<file path="src/shared/sp_pkg.sv">
// Purpose: Constants and types shared by the serial port design files
// Assumes: Register index times four gives the APB byte address
// Notes:   Clock divider counts are in cycles of the 40 MHz system clock; OVS counts ticks per bit
package sp_pkg;
    // ==========================================================
    // Register indices (byte address is four times the index)
    localparam logic [9:0] IDX_CTRL = 10'h098;
    localparam logic [9:0] IDX_BUF = 10'h099;
    localparam logic [9:0] IDX_RELL = 10'h0aa;
    localparam logic [9:0] IDX_RELH = 10'h0ba;
    localparam logic [9:0] IDX_RSEL = 10'h0d8;
    localparam logic [9:0] IDX_AUX = 10'h0e0;
    localparam logic [9:0] IDX_ISTS = 10'h0e1;
    localparam logic [9:0] IDX_IMASK = 10'h0e2;
    // ==========================================================
    // Values after reset
    localparam logic [7:0] RST_CTRL = 8'h00;
    localparam logic [7:0] RST_BUF = 8'h00;
    localparam logic [7:0] RST_RELL = 8'hd9;
    localparam logic [7:0] RST_RELH = 8'h03;
    localparam logic [7:0] RST_RSEL = 8'h00;
    localparam logic [7:0] RST_AUX = 8'h00;
    localparam logic [1:0] RST_IRQ = 2'h0;
    // ==========================================================
    // Field positions
    localparam int CTRL_MODE_LSB = 6;
    localparam int CTRL_MPROC = 5;
    localparam int CTRL_REN = 4;
    localparam int CTRL_TB8 = 3;
    localparam int CTRL_RB8 = 2;
    localparam int CTRL_TI = 1;
    localparam int CTRL_RI = 0;
    localparam int RSEL_BD = 7;
    localparam int AUX_DBL = 0;
    // ==========================================================
    // Modes of the mode field
    typedef enum logic [1:0] {
        SP_MODE_SHIFT = 2'b00,
        SP_MODE_UART8 = 2'b01,
        SP_MODE_FIX9 = 2'b10,
        SP_MODE_VAR9 = 2'b11
    } sp_mode_t;
    // ==========================================================
    // Cycle counts
    localparam int M0_DIV = 12;
    localparam logic [3:0] M0_LAST = 4'(M0_DIV - 1);
    localparam logic [3:0] M0_HALF = 4'(M0_DIV / 2);
    localparam logic [3:0] M0_SAMPLE = 4'(M0_DIV / 2 - 1);
    localparam int OVS = 16;
    localparam logic [3:0] SUB_LAST = 4'(OVS - 1);
    localparam logic [3:0] SUB_MID = 4'(OVS / 2 - 1);
    localparam int FIX_DIV_SLOW = 64;
    localparam int FIX_DIV_FAST = 32;
    localparam logic [1:0] PRE_SLOW_LAST = 2'(FIX_DIV_SLOW / OVS - 1);
    localparam logic [1:0] PRE_FAST_LAST = 2'(FIX_DIV_FAST / OVS - 1);
    localparam logic [9:0] GEN_TOP = 10'h3ff;
    localparam logic [3:0] M0_BIT_LAST = 4'h7;
    localparam logic [3:0] STOP_IDX8 = 4'h9;
    localparam logic [3:0] STOP_IDX9 = 4'ha;
    // ==========================================================
    // Engine states
    typedef enum logic [2:0] {
        SP_ST_IDLE = 3'b001,
        SP_ST_SHIFT = 3'b010,
        SP_ST_FRAME = 3'b100
    } sp_st_t;
endpackage

</file>
<file path="src/hdl/sp_rate_gen.sv">
// Purpose: Sixteen-times bit-rate tick for the asynchronous modes
// Assumes: Timer overflow is a one-cycle pulse on the system clock
// Notes:   Tick is a one-cycle pulse from a flip-flop
`timescale 1ns/1ps
module sp_rate_gen (
    input wire logic i_sys_clk,
    input wire logic i_reset,
    input wire logic i_fixed,
    input wire logic i_dbl,
    input wire logic i_bd,
    input wire logic [9:0] i_reload,
    input wire logic i_timer_ovf,
    output logic o_tick
);
    logic [1:0] pre_r;
    logic [9:0] cnt_r;
    logic half_r;
    logic pre_evt;
    logic gen_wrap;

    // ==========================================================
    // Prescaler: 64 or 32 clocks per bit, sixteen ticks per bit
    assign pre_evt = (pre_r == (i_dbl ? sp_pkg::PRE_FAST_LAST : sp_pkg::PRE_SLOW_LAST));
    assign gen_wrap = pre_evt && (cnt_r == sp_pkg::GEN_TOP);

    always_ff @(posedge i_sys_clk or posedge i_reset) begin
        if (i_reset) begin
            pre_r <= 2'h0;
        end else if (pre_evt) begin
            pre_r <= 2'h0;
        end else begin
            pre_r <= pre_r + 2'h1;
        end
    end

    // Reload counter counts up to the top, then reloads
    always_ff @(posedge i_sys_clk or posedge i_reset) begin
        if (i_reset) begin
            cnt_r <= 10'h000;
        end else if (gen_wrap) begin
            cnt_r <= i_reload; // RQ12
        end else if (pre_evt) begin
            cnt_r <= cnt_r + 10'h001;
        end
    end

    // Overflow halver when rate doubling is off
    always_ff @(posedge i_sys_clk or posedge i_reset) begin
        if (i_reset) begin
            half_r <= 1'b0;
        end else if (i_timer_ovf) begin
            half_r <= ~half_r;
        end
    end

    // Source select and tick register
    always_ff @(posedge i_sys_clk or posedge i_reset) begin
        if (i_reset) begin
            o_tick <= 1'b0;
        end else if (i_fixed) begin
            o_tick <= pre_evt; // RQ2
        end else if (i_bd) begin
            o_tick <= gen_wrap; // RQ11
        end else begin
            o_tick <= i_timer_ovf && (i_dbl || half_r); // RQ11
        end
    end
endmodule // sp_rate_gen

</file>
<file path="src/hdl/sp_serial_port.sv">
// Purpose: Serial port with shift mode, 8 and 9 bit UART, APB registers
// Assumes: APB master on the system clock; receive pin is asynchronous
// Notes:   Tags mark the logic that carries each rule
// Operation
// [RQ1] Mode field selects shift, 8-bit, two 9-bit
// [RQ2] Fixed 9-bit rate is clock/64 or /32
// [RQ3] Receiver accepts frames only while enabled
// [RQ4] Ninth sent bit comes from control bit 3
// [RQ5] Ninth received bit lands in control bit 2
// [RQ6] Transmit flag set at bit 8 end/stop start
// [RQ7] Receive flag set at bit 8/mid stop
// [RQ8] Buffer write loads and starts transmission
// [RQ9] Buffer read returns separate receive buffer
// [RQ10] Reload is 8 low plus 2 high bits
// [RQ11] Select bit chooses generator or timer overflow
// [RQ12] Generator rate follows the reload formula
// [RQ13] Software picks reload values for common rates
// [RQ14] Software prefers generator over timer overflow
// [RQ15] Software sets pin directions before use
// [RQ16] All timing comes from the core clock
// [RQ17] Frame: start low, LSB first, stop high
// [RQ18] Filter bit passes only ninth-bit-one frames
`timescale 1ns/1ps
module sp_serial_port (
    input wire logic i_sys_clk,
    input wire logic i_reset,
    input wire logic i_psel,
    input wire logic i_penable,
    input wire logic i_pwrite,
    input wire logic [11:0] i_paddr,
    input wire logic [31:0] i_pwdata,
    output logic [31:0] o_prdata,
    output logic o_pready,
    output logic o_pslverr,
    input wire logic i_timer_ovf,
    input wire logic i_rxd,
    output logic o_txd,
    output logic o_rxd_out,
    output logic o_rxd_oe,
    output logic o_irq
);
    logic [1:0] mode_r;
    logic mproc_r, ren_r, tb8_r, rb8_r, ti_r, ri_r;
    logic [7:0] rell_r, relh_r, rsel_r, aux_r, rxbuf_r, rd_val;
    logic [1:0] ists_r, imask_r;
    logic rxd_m_r, rxd_s_r, rxd_prev_r;
    logic [3:0] m0_cnt_r, tx_bit_r, tx_sub_r, rx_bit_r, rx_sub_r, stop_idx;
    logic [10:0] tx_fr_r;
    logic [8:0] rx_sh_r;
    sp_pkg::sp_st_t tx_st_r, rx_st_r;
    logic acc, done, wr_done, rd_done, algn, hit, tick, m0_step, m0_start;
    logic wr_ctrl, wr_buf, rd_ists, ti_set, rx_done, rx_keep, ri_set, nine;
    logic [9:0] idx;

    // ==========================================================
    // APB slave: one wait state, registered read data
    assign acc = i_psel && i_penable;
    assign done = acc && o_pready;
    assign wr_done = done && i_pwrite;
    assign rd_done = done && !i_pwrite;
    assign idx = i_paddr[11:2];
    assign algn = (i_paddr[1:0] == 2'b00);
    assign wr_ctrl = wr_done && hit && (idx == sp_pkg::IDX_CTRL);
    assign wr_buf = wr_done && hit && (idx == sp_pkg::IDX_BUF);
    assign rd_ists = rd_done && hit && (idx == sp_pkg::IDX_ISTS);

    // Read mux and address decode
    always_comb begin
        rd_val = 8'h00;
        hit = 1'b1;
        if (!algn) begin
            hit = 1'b0;
        end else if (idx == sp_pkg::IDX_CTRL) begin
            rd_val = {mode_r, mproc_r, ren_r, tb8_r, rb8_r, ti_r, ri_r};
        end else if (idx == sp_pkg::IDX_BUF) begin
            rd_val = rxbuf_r; // RQ9
        end else if (idx == sp_pkg::IDX_RELL) begin
            rd_val = rell_r;
        end else if (idx == sp_pkg::IDX_RELH) begin
            rd_val = relh_r;
        end else if (idx == sp_pkg::IDX_RSEL) begin
            rd_val = rsel_r;
        end else if (idx == sp_pkg::IDX_AUX) begin
            rd_val = aux_r;
        end else if (idx == sp_pkg::IDX_ISTS) begin
            rd_val = {6'h00, ists_r};
        end else if (idx == sp_pkg::IDX_IMASK) begin
            rd_val = {6'h00, imask_r};
        end else begin
            hit = 1'b0;
        end
    end

    // Bus answer registers
    always_ff @(posedge i_sys_clk or posedge i_reset) begin
        if (i_reset) begin
            o_pready <= 1'b0;
            o_prdata <= 32'h0000_0000;
            o_pslverr <= 1'b0;
        end else begin
            o_pready <= acc && !o_pready;
            if (acc && !o_pready) begin
                o_prdata <= {24'h00_0000, rd_val};
                o_pslverr <= !hit;
            end else begin
                o_pslverr <= 1'b0;
            end
        end
    end

    // ==========================================================
    // Software registers
    always_ff @(posedge i_sys_clk or posedge i_reset) begin
        if (i_reset) begin
            rell_r <= sp_pkg::RST_RELL;
            relh_r <= sp_pkg::RST_RELH;
            rsel_r <= sp_pkg::RST_RSEL;
            aux_r <= sp_pkg::RST_AUX;
            imask_r <= sp_pkg::RST_IRQ;
        end else if (wr_done && hit) begin
            if (idx == sp_pkg::IDX_RELL) begin
                rell_r <= i_pwdata[7:0];
            end else if (idx == sp_pkg::IDX_RELH) begin
                relh_r <= i_pwdata[7:0];
            end else if (idx == sp_pkg::IDX_RSEL) begin
                rsel_r <= i_pwdata[7:0];
            end else if (idx == sp_pkg::IDX_AUX) begin
                aux_r <= i_pwdata[7:0];
            end else if (idx == sp_pkg::IDX_IMASK) begin
                imask_r <= i_pwdata[1:0];
            end
        end
    end

    // Control register; hardware set of the flags wins over a clear
    always_ff @(posedge i_sys_clk or posedge i_reset) begin
        if (i_reset) begin
            {mode_r, mproc_r, ren_r, tb8_r, rb8_r, ti_r, ri_r} <= sp_pkg::RST_CTRL;
        end else begin
            if (wr_ctrl) begin
                mode_r <= i_pwdata[sp_pkg::CTRL_MODE_LSB +: 2]; // RQ1
                mproc_r <= i_pwdata[sp_pkg::CTRL_MPROC];
                ren_r <= i_pwdata[sp_pkg::CTRL_REN];
                tb8_r <= i_pwdata[sp_pkg::CTRL_TB8];
            end
            ti_r <= ti_set || (wr_ctrl ? i_pwdata[sp_pkg::CTRL_TI] : ti_r); // RQ6
            ri_r <= ri_set || (wr_ctrl ? i_pwdata[sp_pkg::CTRL_RI] : ri_r); // RQ7
            if (rx_done && rx_keep && mode_r != sp_pkg::SP_MODE_SHIFT) begin
                rb8_r <= mode_r[1] ? rx_sh_r[8] : rxd_s_r; // RQ5
            end else if (wr_ctrl) begin
                rb8_r <= i_pwdata[sp_pkg::CTRL_RB8];
            end
        end
    end

    // ==========================================================
    // Interrupt status, cleared by read; set wins over clear
    always_ff @(posedge i_sys_clk or posedge i_reset) begin
        if (i_reset) begin
            ists_r <= sp_pkg::RST_IRQ;
            o_irq <= 1'b0;
        end else begin
            ists_r <= (rd_ists ? 2'h0 : ists_r) | {ti_set, ri_set};
            o_irq <= |(ists_r & imask_r);
        end
    end

    // ==========================================================
    // Receive pin synchroniser and edge history
    always_ff @(posedge i_sys_clk or posedge i_reset) begin
        if (i_reset) begin
            rxd_m_r <= 1'b1;
            rxd_s_r <= 1'b1;
            rxd_prev_r <= 1'b1;
        end else begin
            rxd_m_r <= i_rxd;
            rxd_s_r <= rxd_m_r;
            rxd_prev_r <= rxd_s_r;
        end
    end

    // Bit-rate tick from the core clock
    sp_rate_gen u_rate ( // RQ16
        .i_sys_clk(i_sys_clk),
        .i_reset(i_reset),
        .i_fixed(mode_r == sp_pkg::SP_MODE_FIX9),
        .i_dbl(aux_r[sp_pkg::AUX_DBL]),
        .i_bd(rsel_r[sp_pkg::RSEL_BD]),
        .i_reload({relh_r[1:0], rell_r}), // RQ10
        .i_timer_ovf(i_timer_ovf),
        .o_tick(tick)
    );

    // Shift-mode divider: clock/12 per bit
    assign m0_step = (m0_cnt_r == sp_pkg::M0_LAST);
    always_ff @(posedge i_sys_clk or posedge i_reset) begin
        if (i_reset) begin
            m0_cnt_r <= 4'h0;
        end else if (m0_start || m0_step) begin
            m0_cnt_r <= 4'h0; // RQ1
        end else begin
            m0_cnt_r <= m0_cnt_r + 4'h1;
        end
    end

    // ==========================================================
    // Transmitter
    assign stop_idx = mode_r[1] ? sp_pkg::STOP_IDX9 : sp_pkg::STOP_IDX8;
    assign nine = mode_r[1] ? tb8_r : 1'b1;
    assign m0_start = (wr_buf && mode_r == sp_pkg::SP_MODE_SHIFT)
        || (rx_st_r == sp_pkg::SP_ST_IDLE && mode_r == sp_pkg::SP_MODE_SHIFT
            && ren_r && !ri_r && tx_st_r == sp_pkg::SP_ST_IDLE);
    assign ti_set = (tx_st_r == sp_pkg::SP_ST_SHIFT && m0_step
            && tx_bit_r == sp_pkg::M0_BIT_LAST)
        || (tx_st_r == sp_pkg::SP_ST_FRAME && tick && tx_sub_r == sp_pkg::SUB_LAST
            && tx_bit_r == stop_idx - 4'h1);

    always_ff @(posedge i_sys_clk or posedge i_reset) begin
        if (i_reset) begin
            tx_st_r <= sp_pkg::SP_ST_IDLE;
            tx_fr_r <= 11'h7ff;
            tx_bit_r <= 4'h0;
            tx_sub_r <= 4'h0;
        end else if (wr_buf) begin
            tx_bit_r <= 4'h0; // RQ8
            tx_sub_r <= 4'h0;
            if (mode_r == sp_pkg::SP_MODE_SHIFT) begin
                tx_st_r <= sp_pkg::SP_ST_SHIFT;
                tx_fr_r <= {3'h7, i_pwdata[7:0]};
            end else begin
                tx_st_r <= sp_pkg::SP_ST_FRAME;
                tx_fr_r <= {1'b1, nine, i_pwdata[7:0], 1'b0}; // RQ4 RQ17
            end
        end else begin
            case (tx_st_r)
                sp_pkg::SP_ST_SHIFT: begin
                    if (m0_step) begin
                        tx_fr_r <= {1'b1, tx_fr_r[10:1]};
                        tx_bit_r <= tx_bit_r + 4'h1;
                        if (tx_bit_r == sp_pkg::M0_BIT_LAST) begin
                            tx_st_r <= sp_pkg::SP_ST_IDLE;
                        end
                    end
                end
                sp_pkg::SP_ST_FRAME: begin
                    if (tick) begin
                        tx_sub_r <= tx_sub_r + 4'h1;
                        if (tx_sub_r == sp_pkg::SUB_LAST) begin
                            tx_fr_r <= {1'b1, tx_fr_r[10:1]}; // RQ17
                            tx_bit_r <= tx_bit_r + 4'h1;
                            if (tx_bit_r == stop_idx) begin
                                tx_st_r <= sp_pkg::SP_ST_IDLE;
                            end
                        end
                    end
                end
                default: tx_st_r <= sp_pkg::SP_ST_IDLE;
            endcase
        end
    end

    // ==========================================================
    // Receiver
    assign rx_done = (rx_st_r == sp_pkg::SP_ST_SHIFT && m0_step
            && rx_bit_r == sp_pkg::M0_BIT_LAST)
        || (rx_st_r == sp_pkg::SP_ST_FRAME && tick && rx_sub_r == sp_pkg::SUB_MID
            && rx_bit_r == stop_idx);
    assign rx_keep = !(mode_r[1] && mproc_r && !rx_sh_r[8]); // RQ18
    assign ri_set = rx_done && rx_keep; // RQ7

    always_ff @(posedge i_sys_clk or posedge i_reset) begin
        if (i_reset) begin
            rx_st_r <= sp_pkg::SP_ST_IDLE;
            rx_sh_r <= 9'h000;
            rx_bit_r <= 4'h0;
            rx_sub_r <= 4'h0;
        end else if (!ren_r) begin
            rx_st_r <= sp_pkg::SP_ST_IDLE; // RQ3
        end else begin
            case (rx_st_r)
                sp_pkg::SP_ST_IDLE: begin
                    rx_bit_r <= 4'h0;
                    rx_sub_r <= 4'h0;
                    if (m0_start && !wr_buf) begin
                        rx_st_r <= sp_pkg::SP_ST_SHIFT; // RQ3
                    end else if (mode_r != sp_pkg::SP_MODE_SHIFT
                        && rxd_prev_r && !rxd_s_r) begin
                        rx_st_r <= sp_pkg::SP_ST_FRAME; // RQ3
                    end
                end
                sp_pkg::SP_ST_SHIFT: begin
                    if (m0_cnt_r == sp_pkg::M0_SAMPLE) begin
                        rx_sh_r <= {rxd_s_r, rx_sh_r[8:1]};
                    end
                    if (m0_step) begin
                        rx_bit_r <= rx_bit_r + 4'h1;
                        if (rx_bit_r == sp_pkg::M0_BIT_LAST) begin
                            rx_st_r <= sp_pkg::SP_ST_IDLE;
                        end
                    end
                end
                sp_pkg::SP_ST_FRAME: begin
                    if (tick) begin
                        rx_sub_r <= rx_sub_r + 4'h1;
                        if (rx_sub_r == sp_pkg::SUB_LAST) begin
                            rx_bit_r <= rx_bit_r + 4'h1;
                        end
                        if (rx_sub_r == sp_pkg::SUB_MID) begin
                            if ((rx_bit_r == 4'h0 && rxd_s_r) || rx_bit_r == stop_idx) begin
                                rx_st_r <= sp_pkg::SP_ST_IDLE; // RQ17
                            end else if (rx_bit_r != 4'h0) begin
                                rx_sh_r <= {rxd_s_r, rx_sh_r[8:1]}; // RQ17
                            end
                        end
                    end
                end
                default: rx_st_r <= sp_pkg::SP_ST_IDLE;
            endcase
        end
    end

    // Receive buffer, separate from the transmit shifter
    always_ff @(posedge i_sys_clk or posedge i_reset) begin
        if (i_reset) begin
            rxbuf_r <= sp_pkg::RST_BUF;
        end else if (ri_set) begin
            rxbuf_r <= mode_r[1] ? rx_sh_r[7:0] : rx_sh_r[8:1]; // RQ9
        end
    end

    // ==========================================================
    // Pin registers: shift mode clock on transmit pin, data on receive pin
    always_ff @(posedge i_sys_clk or posedge i_reset) begin
        if (i_reset) begin
            o_txd <= 1'b1;
            o_rxd_out <= 1'b1;
            o_rxd_oe <= 1'b0;
        end else begin
            if (tx_st_r == sp_pkg::SP_ST_SHIFT || rx_st_r == sp_pkg::SP_ST_SHIFT) begin
                o_txd <= (m0_cnt_r >= sp_pkg::M0_HALF); // RQ1
            end else if (tx_st_r == sp_pkg::SP_ST_FRAME) begin
                o_txd <= tx_fr_r[0]; // RQ17
            end else begin
                o_txd <= 1'b1; // RQ17
            end
            o_rxd_oe <= (tx_st_r == sp_pkg::SP_ST_SHIFT);
            o_rxd_out <= (tx_st_r == sp_pkg::SP_ST_SHIFT) ? tx_fr_r[0] : 1'b1;
        end
    end
endmodule // sp_serial_port

</file>
<file path="config.mk">
export PLATFORM = sky130hd
export DESIGN_NAME = sp_serial_port
export DESIGN_NICKNAME = d
export VERILOG_FILES = /design/src/shared/sp_pkg.sv /design/src/hdl/sp_rate_gen.sv /design/src/hdl/sp_serial_port.sv
export SDC_FILE = /design/constraint.sdc
export NUM_CORES = 1
export LEC_CHECK = 0
export BUFFER_PORTS_ARGS = -buffer_cell sky130_fd_sc_hd__buf_2
export CAP_MARGIN = 20
export CORE_ASPECT_RATIO = 1.4
export CORE_UTILIZATION = 30
export DETAILED_ROUTE_END_ITERATION = 8
export GPL_TIMING_DRIVEN = 0
export PLACE_DENSITY = 0.53
export SLEW_MARGIN = 20
export SYNTH_ARGS = -nofsm -noshare
export SYNTH_HDL_FRONTEND = slang
export SYNTH_SLANG_ARGS = --single-unit
</file>
<file path="constraint.sdc">
create_clock -name i_sys_clk -period 4.8 [get_ports i_sys_clk]
set_input_delay 0.24 -clock i_sys_clk [delete_from_list [all_inputs] [get_ports i_sys_clk]]
set_output_delay 0.24 -clock i_sys_clk [all_outputs]
set_load 0.02 [all_outputs]
</file>
==> out/results.txt <==
The switching share of total power was 22.3%. Counting the fill cells in the layout gives 2241. After routing, the total negative slack on setup checks comes to 0 ns. Worst-path maximum fanout: 9. The run finished with clean final reports.

The run gives 4884 as the number of vias after detailed routing. Among all flip-flop cells after synthesis, the most frequent one is sky130_fd_sc_hd__dfrtp_1. Each instance of the synthesized netlist takes up on average 10.6 sq um. The synthesized design contains 0 enable-type register cells. The tools report the final count of hold timing violations as 0.

The cell count after synthesis came out at 627. The combined flip-flop and latch cell area was 3230 sq um. The ratio of cells with drive above 1 in the final layout is 26.3%, and the highest achievable clock rate is 363 MHz. The fraction of registers with async set/reset was 100%. Post-synthesis to final-layout area growth: 19.9%. Starting DRC count in detailed routing: 243. The initial utilization of the core area, before any placement, comes to 30.5%. The clock reaches the later pin of the worst-skew pair after 0.42 ns.

In this run the worst hold path is classified as in -> reg. The routed wirelength normalized by instance count was 16.0 um; the ratio of routed vias to standard cells was 4.79. At the end of routability-driven placement, the weighted congestion stood at 0.776. By area the synthesized netlist is led by sky130_fd_sc_hd__dfrtp_1 39%, sky130_fd_sc_hd__dfstp_2 9.5%, sky130_fd_sc_hd__mux2_2 8.1%, sky130_fd_sc_hd__mux2i_1 4.5%, sky130_fd_sc_hd__o21ai_0 3.2%.

In the final design database the tool counted 770 nets. Launch instance of the worst min-delay path: i_timer_ovf. The number of CTS-inserted buffers was 17; the data arrival time at the worst-slack endpoint was 3.06 ns. Summed over all cells, the static leakage comes to 3.46 nW.

The maximum count of clock buffers along a single path was 2. End point of the most critical hold path: u_rate.half_r$_DFFE_PP0P_. Clock-pin slew was measured on the worst setup and hold paths at 0.06 ns. The via count of the first global-routing pass is 4868, and the worst reg2reg path depth is 6. The logs give 0 for the initial antenna violation count and 0 for the residual DRC count. Clock tree synthesis selected as its root buffer the cell sky130_fd_sc_hd__clkbuf_16. The multi-input combinational cell area is 3130 sq um, and the residual overflow from global routing is 0. The slew at the pin with the worst max-slew slack is 1.25 ns, and the fraction of power consumed by combinational cells is 4.9%.

After synthesis the netlist holds a flip-flop and latch count of 128. In the finished design, the share of the clock period the worst path needs comes to 57.4%. The total iterations of the first detailed-routing run was 4; the remaining max-slew budget at the tightest pin was 15.7%. The worst-case IR drop observed on VDD is 0.208 mV.

For this run, the register share of the synthesized area comes to 48.7%. Once detailed placement completed, the half-perimeter wirelength came to 12.0 mm. The die covers 22700 sq um. After synthesis, the netlist uses 77 different library cells. The share of total power dissipated in sequential elements is 42.9%. STA classifies the critical path startpoint as a register.

The number of levels the H-tree was split into is 4. The dominant cell type by area after synthesis was sky130_fd_sc_hd__dfrtp_1. The power per cell area was 324 nW/um^2. The clock net in this run drives a total of 128 sinks. Data on the critical path is required at its endpoint by 5.10 ns. After synthesis, the most frequently instantiated cells are 104 x sky130_fd_sc_hd__dfrtp_1, 48 x sky130_fd_sc_hd__mux2_2, 45 x sky130_fd_sc_hd__nor2_1.

The top-level port count was 89. In this run, post-CTS repair resized a total of 0 instances. The detail route stage leaves a number of antenna-violating nets equal to 0.

Timing analysis after detailed placement gives a worst setup slack of 2.06 ns. The endpoint identified for the worst register-to-register timing path is rx_sh_r[4]$_DFFE_PP0P_. The logs give 2.05 ns for the minimum setup slack in the final design and 64 for the cell row count. Yosys printed 0 warnings. From bottom edge to top edge, the die measures 178 um. TritonCTS built the clock tree. The net switching component of the power was 0.575 mW; the maximum number of pins on one net before global-route repair was 94. The tools report the all-layer global routing usage as 15.3%. The fraction of post-synthesis cell area in the top cell type by area is 39.2%, and the total wire length after detailed routing is 16.3 mm.

The first global-routing pass estimated 26.4 mm of wire. The final antenna diode count was 0; the minimum clock period was 2.75 ns. The critical path is of the reg -> reg type. The tools report the clock group share of total power as 52.2%. The count of buffers from port buffering is 38. Type of element capturing the critical path: a register. The tools report the reg-to-reg startpoint as rx_st_r[2]$_DFFE_PP0P_.

The run gives 0 as the number of buffers inserted to repair setup after CTS. Between clock sinks in the finished design, the worst skew comes to 0.00837 ns. Most frequently used cell type in the post-synthesis netlist: sky130_fd_sc_hd__dfrtp_1. The die is 128 um wide. In this run the cell area of the synthesized design comes to 6640 sq um.

Counting instances, the worst hold path has a depth of 2. The logs give 2.05 ns for the reg-to-reg setup timing slack and 0 for the number of pins exceeding their max-slew limit in the final report. The tool flagged a number of max-cap violations equal to 0. Area of the core region: 21800 sq um.

Setup violations remaining at the end of the flow were counted as 0. Internal power comes to 2.00 mW. Setup repair after global routing left no endpoint under its margin.
-- power groups by stage --
stage,clock (mW),combinational (mW),sequential [mW]
after global placement,0,0.124,1.12
after global routing,1.42,0.141,1.11
final,1.34,0.126,1.11
after floorplan,0,0.0814,1.12
after CTS,1.37,0.129,1.11
after detailed placement,0,0.127,1.12
-- worst max-delay path, cell delays in order (launching register included) --
cell and delay [ns]:
sky130_fd_sc_hd__dfrtp_1 0.35, sky130_fd_sc_hd__clkbuf_1 0.18, sky130_fd_sc_hd__nor3b_1 0.75, sky130_fd_sc_hd__and4b_1 0.33
sky130_fd_sc_hd__o21ai_0 0.10, sky130_fd_sc_hd__a21oi_2 0.51, sky130_fd_sc_hd__mux2_2 0.40
-- layout make-up --
type / instances / area share, %
well taps: 297 / 4.67
multi-input cells: 454 / 39.3
inverters: 18 / 0.943
clock buffers: 21 / 6.04
flip-flops and latches: 128 / 40.6
plain buffers: 50 / 3.69
clock inverters: 11 / 1.70
repair buffers: 41 / 2.99
-- cells in the final DEF, fill, tap and decap left out, types with 5 or more instances in the layout --
| master | synthesis | layout |
|---|---|---|
| sky130_fd_sc_hd__a31oi_1 | 5 | 5 |
| sky130_fd_sc_hd__nor3b_1 | 7 | 7 |
| sky130_fd_sc_hd__dfrtp_1 | 104 | 104 |
| sky130_fd_sc_hd__dfstp_2 | 24 | 24 |
| sky130_fd_sc_hd__a21oi_1 | 32 | 32 |
| sky130_fd_sc_hd__xnor2_1 | 6 | 6 |
| sky130_fd_sc_hd__nand2b_1 | 8 | 8 |
| sky130_fd_sc_hd__and3_1 | 8 | 8 |
| sky130_fd_sc_hd__nand3_1 | 18 | 18 |
| sky130_fd_sc_hd__buf_2 | 4 | 42 |
| sky130_fd_sc_hd__clkbuf_16 | 0 | 17 |
| sky130_fd_sc_hd__nand4_1 | 5 | 5 |
| sky130_fd_sc_hd__inv_1 | 18 | 17 |
| sky130_fd_sc_hd__nor2b_1 | 11 | 11 |
| sky130_fd_sc_hd__o2bb2ai_1 | 5 | 5 |
| sky130_fd_sc_hd__nor3_1 | 11 | 11 |
| sky130_fd_sc_hd__o21ai_0 | 42 | 42 |
| sky130_fd_sc_hd__nor2_1 | 45 | 45 |
| sky130_fd_sc_hd__clkbuf_1 | 18 | 18 |
| sky130_fd_sc_hd__conb_1 | 1 | 24 |
| sky130_fd_sc_hd__clkinv_2 | 0 | 6 |
| sky130_fd_sc_hd__ha_1 | 9 | 9 |
| sky130_fd_sc_hd__mux2i_1 | 30 | 30 |
| sky130_fd_sc_hd__mux2_2 | 48 | 48 |
| sky130_fd_sc_hd__a211oi_1 | 12 | 12 |
| sky130_fd_sc_hd__xor2_1 | 8 | 8 |
| sky130_fd_sc_hd__nand2_1 | 42 | 42 |
| sky130_fd_sc_hd__nand3b_1 | 6 | 6 |
| sky130_fd_sc_hd__buf_4 | 25 | 25 |
-- cell families after synthesis --
kind of cell    Yosys count  synth area share (%)
fa+ha+maj                 9                  1.70
flops                   128                  48.7
compound gates          133                  12.8
buf+inv                  68                  5.45
simple gates            195                  16.7
xor+xnor                 14                  1.85
mux                      79                  12.8
other cells               1                0.0565
-- layer usage --
metal	up-vias	global-route usage (%)	wire length (um)
met2	85	27.3	8590
met1	2381	17.8	6880
met5	-	0	0
met3	28	2.73	440
met4	0	7.11	405
li1	2390	-	-
-- how the worst max path moves through the flow --
stage | start | to | slack (ns) | depth (start not counted)
3_5_place_dp | rx_st_r[2]$_DFFE_PP0P_ | rx_sh_r[6]$_DFFE_PP0P_ | 2.06 | 6
4_1_cts | rx_st_r[2]$_DFFE_PP0P_ | rx_sh_r[6]$_DFFE_PP0P_ | 2.02 | 6
2_1_floorplan | i_reset | aux_r[0]$_DFFE_PP0P_ | 1.19 | 1
5_1_grt | rx_st_r[2]$_DFFE_PP0P_ | rx_sh_r[6]$_DFFE_PP0P_ | 1.93 | 6
6_report | rx_st_r[2]$_DFFE_PP0P_ | rx_sh_r[4]$_DFFE_PP0P_ | 2.05 | 6
3_3_place_gp | i_reset | aux_r[5]$_DFFE_PP0P_ | -0.62 | 2
-- what timing repair did --
| action | 4_1_cts | 5_1_grt |
|---|---|---|
| endpoints found under the setup margin | 0 | 0 |
| endpoints found under the hold margin | 33 | 0 |
| hold buffers | 2 | 0 |
-- flip-flops by register name, indices dropped and copies added, names as in the netlist, 2 cells and up --
signal	flops
rx_bit_r	4
rx_st_r	3
rsel_r	8
tx_bit_r	4
rx_sh_r	9
o_prdata	8
relh_r	8
rell_r	8
m0_cnt_r	4
aux_r	8
tx_st_r	3
u_rate.cnt_r	10
mode_r	2
imask_r	2
tx_sub_r	4
rxbuf_r	8
ists_r	2
tx_fr_r	10
rx_sub_r	4
u_rate.pre_r	2
-- metrics by stage --
stage	hold slack (ns)	instances	power, mW	utilization, %	instance area, sq um
after floorplan	0.244	650	1.20	-	6730
after global placement	0.346	985	1.25	33.5	7290
after detailed placement	0.236	986	1.25	33.6	7320
after CTS	0.00315	1020	2.61	36.5	7960
after global routing	0.00506	1020	2.67	36.5	7960
final	0.0176	1020	2.58	36.5	7960
No activity file was read; power rests on OpenSTA's default activity.
